`config.mk`:
```
export PLATFORM = sky130hd
export DESIGN_NAME = sysref_aperture_delay_cal
export DESIGN_NICKNAME = d
export VERILOG_FILES = /design/src/sysref_phase_accum.v /design/src/sysref_aperture_delay_cal.v
export VERILOG_INCLUDE_DIRS = /design/src
export SDC_FILE = /design/constraint.sdc
export NUM_CORES = 1
export LEC_CHECK = 0
export ABC_AREA = 0
export BUFFER_PORTS_ARGS = -buffer_cell sky130_fd_sc_hd__buf_2
export CAP_MARGIN = 40
export CORE_AREA = 4 4 220 222
export DETAILED_ROUTE_END_ITERATION = 16
export DIE_AREA = 0 0 224 226
export PLACE_DENSITY = 0.45
export SETUP_SLACK_MARGIN = 0.05
export SYNTH_ARGS = -nofsm -noshare
export SYNTH_HDL_FRONTEND = slang
export SYNTH_SLANG_ARGS = --single-unit
```
`constraint.sdc`:
```
create_clock -name ref_clk_i -period 5.2 [get_ports ref_clk_i]
set_input_delay 0 -clock ref_clk_i [delete_from_list [all_inputs] [get_ports ref_clk_i]]
set_output_delay 0 -clock ref_clk_i [all_outputs]
set_load 0.1 [all_outputs]
```
`src/sysref_cal_regs.vh`:
```
`ifndef SYSREF_CAL_REGS_VH
`define SYSREF_CAL_REGS_VH

// ****************************************
// Register indices (byte address = 4 * index)
// ****************************************
`define IDX_CAL_EN 10'h2b0
`define IDX_CAL_CFG 10'h2b1
`define IDX_CAL_RESULT 10'h2b2
`define IDX_DELAY_ADJ 10'h2b5
`define IDX_RAMP_CTRL 10'h2b8
`define IDX_CAL_STATE 10'h2b9

// ****************************************
// Field positions
// ****************************************
`define CAL_EN_BIT 0
`define AVG_LSB 2
`define HDUR_LSB 0
`define COMPLETE_BIT 17
`define INV_BIT 16
`define COARSE_LSB 8
`define FINE_LSB 0
`define RAMP_EN_BIT 0
`define RAMP_FAST_BIT 1
`define STATE_BUSY_BIT 0
`define STATE_FAIL_BIT 1

// ****************************************
// Reset values
// ****************************************
`define CAL_EN_RST 8'h00
`define CAL_CFG_RST 8'h05
`define DELAY_ADJ_RST 24'h00_0000
`define RAMP_CTRL_RST 8'h00

// ****************************************
// Timing counts in device-clock cycles; ramp step sizes in delay codes
// ****************************************
`define RAMP_TICK 8'hff
`define RAMP_STEP_SLOW 8'h01
`define RAMP_STEP_FAST 8'h04
`define PERIOD_MAX_0 16'h0055
`define PERIOD_MAX_1 16'h044c
`define PERIOD_MAX_2 16'h1450
`define PERIOD_MAX_3 16'h544c
`define TIMEOUT_SCALE 32'h0000_1300

`endif

```
`src/sysref_phase_accum.v`:
```
`timescale 1ns/10ps
`include "sysref_cal_regs.vh"

module sysref_phase_accum #(
   parameter [31:0] TIMEOUT_SCALE = `TIMEOUT_SCALE
) (
   input wire ref_clk_i,
   input wire rst_i,
   input wire start_i,
   input wire abort_i,
   input wire [1:0] avg_code_i,
   input wire [1:0] dur_code_i,
   input wire sysref_i,
   output wire busy_o,
   output reg done_o,
   output reg fail_o,
   output reg [16:0] result_o
);

   function [8:0] code_len;
      input [1:0] c;
      begin
         code_len = 9'h004 << {c, 1'b0};
      end
   endfunction

   function [15:0] period_limit;
      input [1:0] c;
      begin
         case (c)
            2'd0: period_limit = `PERIOD_MAX_0;
            2'd1: period_limit = `PERIOD_MAX_1;
            2'd2: period_limit = `PERIOD_MAX_2;
            default: period_limit = `PERIOD_MAX_3;
         endcase
      end
   endfunction

   reg busy_q;
   reg [1:0] avg_q;
   reg [1:0] dur_q;
   reg [8:0] win_cnt_q;
   reg [8:0] acc_cnt_q;
   reg [16:0] sum_q;
   reg [15:0] per_cnt_q;
   reg sr_prev_q;
   reg [31:0] tmo_q;

   wire [2:0] ah = {1'b0, avg_q} + {1'b0, dur_q};
   wire [3:0] tmo_exp = {1'b0, ah} + 4'd2;
   wire [2:0] rs = 3'd6 - ah;
   wire [31:0] tmo_lim = TIMEOUT_SCALE << {tmo_exp, 1'b0};
   wire [16:0] sum_nx = sum_q + {16'h0000, sysref_i};
   wire win_end = (win_cnt_q == code_len(dur_q) - 9'd1);
   wire last_win = (acc_cnt_q == code_len(avg_q) - 9'd1);
   wire edge_seen = sysref_i & ~sr_prev_q;
   wire per_bad = ~edge_seen & (per_cnt_q >= period_limit(dur_q));
   wire tmo_bad = (tmo_q >= tmo_lim - 32'd1);

   assign busy_o = busy_q;

   always @(posedge ref_clk_i) begin
      if (rst_i) begin
         busy_q <= 1'b0;
         avg_q <= 2'd0;
         dur_q <= 2'd0;
         win_cnt_q <= 9'd0;
         acc_cnt_q <= 9'd0;
         sum_q <= 17'h0_0000;
         per_cnt_q <= 16'h0000;
         sr_prev_q <= 1'b0;
         tmo_q <= 32'h0000_0000;
         done_o <= 1'b0;
         fail_o <= 1'b0;
         result_o <= 17'h0_0000;
      end else begin
         done_o <= 1'b0;
         fail_o <= 1'b0;
         sr_prev_q <= sysref_i;
         if (start_i) begin
            busy_q <= 1'b1;
            avg_q <= avg_code_i;
            dur_q <= dur_code_i;
            win_cnt_q <= 9'd0;
            acc_cnt_q <= 9'd0;
            sum_q <= 17'h0_0000;
            per_cnt_q <= 16'h0000;
            tmo_q <= 32'h0000_0000;
         end else if (abort_i) begin
            busy_q <= 1'b0;
         end else if (busy_q) begin
            tmo_q <= tmo_q + 32'd1;
            per_cnt_q <= edge_seen ? 16'h0000 : per_cnt_q + 16'h0001;
            sum_q <= sum_nx;
            win_cnt_q <= win_end ? 9'd0 : win_cnt_q + 9'd1;
            if (win_end)
               acc_cnt_q <= acc_cnt_q + 9'd1;
            if (per_bad | tmo_bad) begin
               busy_q <= 1'b0;
               fail_o <= 1'b1;
            end else if (win_end & last_win) begin
               busy_q <= 1'b0;
               done_o <= 1'b1;
               result_o <= sum_nx << {rs, 1'b0};
            end
         end
      end
   end

endmodule // sysref_phase_accum

```
`src/sysref_aperture_delay_cal.v`:
```
`timescale 1ns/10ps
`include "sysref_cal_regs.vh"

module sysref_aperture_delay_cal #(
   parameter [31:0] CAL_TIMEOUT_SCALE = `TIMEOUT_SCALE
) (
   input wire ref_clk_i,
   input wire rst_i,
   input wire cyc_i,
   input wire stb_i,
   input wire we_i,
   input wire [11:0] adr_i,
   input wire [3:0] sel_i,
   input wire [31:0] dat_i,
   output reg [31:0] dat_o,
   output reg ack_o,
   input wire sysref_i,
   output reg [16:0] aperture_delay_o,
   output wire clock_invert_o,
   output wire cal_complete_o
);

   // ****************************************
   // Helpers
   // ****************************************
   function [31:0] merge;
      input [31:0] old;
      input [31:0] nw;
      input [3:0] sel;
      integer i;
      begin
         merge = old;
         for (i = 0; i < 4; i = i + 1) begin
            if (sel[i])
               merge[i*8 +: 8] = nw[i*8 +: 8];
         end
      end
   endfunction

   function [7:0] step_toward;
      input [7:0] cur;
      input [7:0] tgt;
      input fast;
      reg [7:0] st;
      begin
         st = fast ? `RAMP_STEP_FAST : `RAMP_STEP_SLOW;
         if (cur < tgt)
            step_toward = (tgt - cur <= st) ? tgt : cur + st;
         else if (cur > tgt)
            step_toward = (cur - tgt <= st) ? tgt : cur - st;
         else
            step_toward = cur;
      end
   endfunction

   // ****************************************
   // Bus decode
   // ****************************************
   wire [9:0] idx = adr_i[11:2];
   wire req = cyc_i & stb_i & ~ack_o;
   wire wr = req & we_i;

   reg [7:0] en_reg_q;
   reg [7:0] cfg_q;
   reg [23:0] delay_q;
   reg [7:0] ramp_q;
   reg [7:0] coarse_app_q;
   reg [7:0] ramp_cnt_q;
   reg complete_q;
   reg fail_q;
   reg [31:0] rd_d;

   wire eng_busy;
   wire eng_done;
   wire eng_fail;
   wire [16:0] eng_result;

   wire [31:0] en_wr = merge({24'h00_0000, en_reg_q}, dat_i, sel_i);
   wire [31:0] cfg_wr = merge({24'h00_0000, cfg_q}, dat_i, sel_i);
   wire [31:0] dly_wr = merge({8'h00, delay_q}, dat_i, sel_i);
   wire [31:0] rmp_wr = merge({24'h00_0000, ramp_q}, dat_i, sel_i);

   wire cal_enable = en_reg_q[`CAL_EN_BIT];
   wire en_write = wr & (idx == `IDX_CAL_EN);
   wire cal_enable_d = en_write ? en_wr[`CAL_EN_BIT] : cal_enable;
   // rising enable edge starts a run
   wire cal_start = cal_enable_d & ~cal_enable;
   wire cal_abort = ~cal_enable_d;

   wire [1:0] avg_code = cfg_q[`AVG_LSB +: 2];
   wire [1:0] dur_code = cfg_q[`HDUR_LSB +: 2];
   wire [7:0] coarse_tgt = delay_q[`COARSE_LSB +: 8];
   wire [7:0] fine_set = delay_q[`FINE_LSB +: 8];
   wire inv_set = delay_q[`INV_BIT];
   wire ramp_en = ramp_q[`RAMP_EN_BIT];
   wire ramp_fast = ramp_q[`RAMP_FAST_BIT];
   wire ramp_tick = (ramp_cnt_q == `RAMP_TICK);

   assign cal_complete_o = cal_enable & complete_q;
   // bit 16 of the applied delay drives the clock invert
   assign clock_invert_o = aperture_delay_o[16];

   // ****************************************
   // Calibration engine
   // ****************************************
   sysref_phase_accum #(
      .TIMEOUT_SCALE(CAL_TIMEOUT_SCALE)
   ) u_accum (
      .ref_clk_i(ref_clk_i),
      .rst_i(rst_i),
      .start_i(cal_start),
      .abort_i(cal_abort),
      .avg_code_i(avg_code),
      .dur_code_i(dur_code),
      .sysref_i(sysref_i),
      .busy_o(eng_busy),
      .done_o(eng_done),
      .fail_o(eng_fail),
      .result_o(eng_result)
   );

   // ****************************************
   // Register writes
   // ****************************************
   always @(posedge ref_clk_i) begin
      if (rst_i) begin
         en_reg_q <= `CAL_EN_RST;
         cfg_q <= `CAL_CFG_RST;
         delay_q <= `DELAY_ADJ_RST;
         ramp_q <= `RAMP_CTRL_RST;
      end else if (wr) begin
         case (idx)
            `IDX_CAL_EN: begin
               en_reg_q <= en_wr[7:0];
            end
            `IDX_CAL_CFG: begin
               cfg_q <= cfg_wr[7:0];
            end
            `IDX_DELAY_ADJ: begin
               delay_q <= dly_wr[23:0];
            end
            `IDX_RAMP_CTRL: begin
               ramp_q <= rmp_wr[7:0];
            end
            default: begin
               en_reg_q <= en_reg_q;
            end
         endcase
      end
   end

   // ****************************************
   // Completion and failure flags
   // ****************************************
   // A finish in the start cycle cannot occur: start restarts the engine
   always @(posedge ref_clk_i) begin
      if (rst_i) begin
         complete_q <= 1'b0;
         fail_q <= 1'b0;
      end else begin
         // complete cleared when a run starts and while the enable is off; fail cleared only when a run starts
         if (eng_done)
            complete_q <= 1'b1;
         else if (cal_start | cal_abort)
            complete_q <= 1'b0;
         if (eng_fail)
            fail_q <= 1'b1;
         else if (cal_start)
            fail_q <= 1'b0;
      end
   end

   // ****************************************
   // Coarse delay ramp
   // ****************************************
   always @(posedge ref_clk_i) begin
      if (rst_i) begin
         ramp_cnt_q <= 8'h00;
         coarse_app_q <= 8'h00;
      end else begin
         ramp_cnt_q <= ramp_cnt_q + 8'h01;
         if (!ramp_en) begin
            // immediate apply, well inside the bound
            coarse_app_q <= coarse_tgt;
         end else if (ramp_tick) begin
            // one or four codes per 256 cycles
            coarse_app_q <= step_toward(coarse_app_q, coarse_tgt, ramp_fast);
         end
      end
   end

   // ****************************************
   // Applied aperture delay
   // ****************************************
   // Manual setting keeps tracking while disabled so re-entry is glitch free
   always @(posedge ref_clk_i) begin
      if (rst_i) begin
         aperture_delay_o <= 17'h0_0000;
      end else if (cal_enable) begin
         if (complete_q)
            aperture_delay_o <= eng_result;
      end else begin
         // coarse and fine under manual control
         aperture_delay_o <= {inv_set, coarse_app_q, fine_set};
      end
   end

   // ****************************************
   // Read mux and acknowledge
   // ****************************************
   always @* begin
      rd_d = 32'h0000_0000;
      case (idx)
         `IDX_CAL_EN: rd_d = {24'h00_0000, en_reg_q};
         `IDX_CAL_CFG: rd_d = {24'h00_0000, cfg_q};
         `IDX_CAL_RESULT: begin
            rd_d[`COMPLETE_BIT] = cal_complete_o;
            rd_d[16:0] = eng_result;
         end
         `IDX_DELAY_ADJ: rd_d = {8'h00, delay_q};
         `IDX_RAMP_CTRL: rd_d = {24'h00_0000, ramp_q};
         `IDX_CAL_STATE: begin
            rd_d[`STATE_BUSY_BIT] = eng_busy;
            rd_d[`STATE_FAIL_BIT] = fail_q;
         end
         default: rd_d = 32'h0000_0000;
      endcase
   end

   // Unmapped addresses still ack, reading zero, so the bus never hangs
   always @(posedge ref_clk_i) begin
      if (rst_i) begin
         ack_o <= 1'b0;
         dat_o <= 32'h0000_0000;
      end else begin
         ack_o <= req;
         if (req & ~we_i)
            dat_o <= rd_d;
      end
   end

endmodule // sysref_aperture_delay_cal

```
==> impl_metrics.toml <==
[clock_network]
htree_levels = 1
numCtsBuffers = 27
cts_root_buf = "clkbuf_16"
clock-sinks = 216
cts_tree = "built"
cts_buffer_depth = 3
clk_latency_ps = 560
path_clk_slew_ps = 60

[final_layout]
layout_commonest_cell = "dfxtp_1"
nFillCells = 4892
utilization = 0.326
multiInputGateArea_um2 = 7720
layout_common_cells = "214 x dfxtp_1, 197 x nor2_1, 163 x nand2_1"
nNetsFinal = 1791
drive_gt1_frac = 0.153
final_cell_count_no_fill = 2288
regArea_um2 = 4330
antennaDiodeCount = 0
syn_to_final_growth_pct = 21.4

[synthesis]
synth_ff_type = "dfxtp_1"
yosysSeqAreaShare = 0.347
yosys_warnings = 0
syn_area_per_cell_um2 = 8.07
netlist_instances = 1545
synth-edff-count = 0
synth_area_um2 = 12500
synthArstFlopShare = 0
ys_types = 80
ys_ff_latch = 216

[critical_path]
critPathKind = "reg2reg"
crit_chain = "ha_4 -> inv_2 -> fa_2 -> inv_4 -> ha_4 -> or3_4 -> nand2b_4 -> nor2_4 -> a211oi_2 -> or3_4 -> o32a_1 -> o22ai_2 -> ha_1 -> nand4_1 -> nor3_2 -> a211oi_2 -> o221ai_2 -> a41o_2 -> buf_12 -> or4b_4 -> buf_4 -> mux2i_1 -> nor2_1"
crit_path_max_fanout = 6
critical_path.top_delay_family = "simple AND/OR/NAND/NOR gates"
cp_num_buf_inv = 4
cp.required_ps = 5620
setup.worst_path.start_class = "register"
cpPeakStageDelay_ps = 560
r2r_start = "u_accum.avg_q[0]"
slowest_stage = "fa_2"
end_kind = "register"
arrival_ps = 5520
cp-startpoint = "u_accum.avg_q[0]"

[timing]
rsz0062_at_grt = "yes"
fin_crit_sh = 0.980
setup_violations = 0
timing.clock.skew_ps = 25.3
fmax_mhz = 196
hold_violations = 0
finalWorstSetupSlack_ps = 105
tightest_slew_ps = 856
final_max_slew_viol_count = 0
fin_tns_setup_ps = 0
fin_crit_ps = 5100
max_slew_margin = 0.424

[floorplan]
dieHeight_um = 226
core-area_um2 = 46400
dieWidth_um = 224
dieArea_um2 = 50600
initial_core_util = 0.269
row_count = 79
ios = 106

[global_route]
grt_pass1_wl_um = 58600
grt_max_degree = 70
grt_overflow = 0
gr-usage-all-layers = 0.139
grt_pass1_vias = 10855
antenna_found_initial = 0

[pwr]
power_uw = 3630
p_per_area_nw_per_um2 = 240
p_leak_uw = 0.00574
vdd_drop_max_mv = 0.218

[route]
via_per_inst = 4.96
via_count = 11348
wl_um = 36500
route.detailed.drc = 0
wire_per_inst_um = 15.9
first_pass_iters = 5
ant_nets = 0
drt-initial-drc-count = 641

[placement]
numPortBuffers = 86
pre_cts_ws_ps = -31.0
place.gp.congestion = 0.834
place_inst = 2191
post-dp-hpwl_um = 25900

[min_path]
worstHoldStart = "we_i"
hold_path.class = "in2reg"

[status]
status = "complete, no violations"

[flow_run]
maxCapViolCount = 0
metrics by stage:
| stage | hold WS [ps] | instance area [um^2] |
|---|---|---|
| after global routing | 112 | 15100 |
| after detailed placement | 241 | 13700 |
| after floorplan | 124 | 12600 |
| after global placement | 234 | 13600 |
| after CTS | 35.0 | 15000 |
| final | 50.0 | 15100 |
cell families after synthesis:
| family | share of synthesized area |
|---|---|
| buffers and inverters | 0.0517 |
| AND/OR/NAND/NOR | 0.231 |
| multiplexers | 0.0633 |
| other | 0.000301 |
| AO/OA/AOI/OAI | 0.169 |
| adder cells (fa/ha/maj) | 0.0751 |
| flip-flops | 0.347 |
| XOR/XNOR | 0.0632 |
area by class of cell:
class	count	share of cell area
multi-input combinational	1185	0.511
sequential	216	0.286
timing repair buffer	180	0.0842
tap	607	0.0502
clock buffer	35	0.0500
inverter	54	0.0136
clock inverter	11	0.00538
cell usage after synthesis, types with 5 or more instances:
cell type / count / area, um^2
a22oi_1: 12 / 90.1
nand2b_1: 9 / 56.3
a21o_1: 13 / 97.6
a21oi_1: 99 / 495
clkbuf_1: 67 / 251
nor2_1: 201 / 754
a211oi_1: 30 / 225
buf_2: 14 / 70.1
xor2_1: 32 / 280
and3_1: 26 / 163
o21ai_0: 55 / 275
mux2_2: 5 / 56.3
a221oi_1: 19 / 166
buf_4: 9 / 67.6
nor4_1: 8 / 50.1
nand4_1: 29 / 181
ha_1: 70 / 876
or2_2: 5 / 31.3
buf_1: 5 / 18.8
nand2_1: 166 / 623
o21ai_1: 5 / 25.0
o221a_2: 5 / 56.3
and2_1: 5 / 31.3
nor3_1: 45 / 225
xnor2_1: 58 / 508
mux2i_1: 71 / 711
dfxtp_1: 216 / 4320
or3_1: 26 / 163
a21boi_0: 7 / 52.6
nor2b_1: 8 / 50.1
nand3_1: 55 / 275
a31oi_1: 20 / 125
inv_1: 52 / 195
nand3b_1: 6 / 45.0
o22ai_1: 7 / 43.8
worst register-to-register path, delay by kind of cell, from the launching register on:
| kind | cells | cell delay, ps |
|---|---|---|
| buffers and inverters | 4 | 420 |
| adder cells (fa/ha/maj) | 4 | 1100 |
| flip-flops | 1 | 350 |
| AND/OR/NAND/NOR | 8 | 1830 |
| AO/OA/AOI/OAI | 6 | 1140 |
| multiplexers | 1 | 140 |
registers in the layout, indices dropped and copies added (netlist names), 2 cells and up:
name / flops
u_accum.per_cnt_q: 16
u_accum.tmo_q: 32
dat_o: 24
u_accum.avg_q: 2
cfg_q: 8
u_accum.win_cnt_q: 9
u_accum.acc_cnt_q: 9
en_reg_q: 8
u_accum.result_o: 17
u_accum.dur_q: 2
ramp_cnt_q: 8
aperture_delay_o: 17
u_accum.sum_q: 17
coarse_app_q: 8
delay_q: 24
ramp_q: 8
repair_timing:
action,in CTS,in global routing
hold buffers,39,0
buffers inserted,3,7
hold endpoints to repair,57,0
gates resized for setup,4,28
endpoints found under the setup margin,8,19
gates cloned,1,1
pin swaps,6,21
where the power goes:
part / leakage, uW / total (uW) / internal [uW] / switching, uW
Clock: 0.000422 / 1770 / 1020 / 745
Sequential: 0.00174 / 1670 / 1660 / 5.29
Combinational: 0.00357 / 192 / 48.2 / 143
final timing paths:
| path | endpoint | slack (ps) | cells past startpoint |
|---|---|---|---|
| min | dat_o[1] | 50 | 4 |
| max | u_accum.result_o[16] | 100 | 23 |
| min reg2reg | complete_q | 430 | 2 |
| max reg2reg | u_accum.result_o[16] | 100 | 23 |
per-layer routing:
metal,global-route usage,up-vias,wire length (um)
met5,0,-,0
met4,0.0342,0,827
met3,0.0204,54,1420
met2,0.227,207,16500
met1,0.194,5390,17700
li1,-,5697,-
Note: power is estimated with default switching activity, not from simulation.
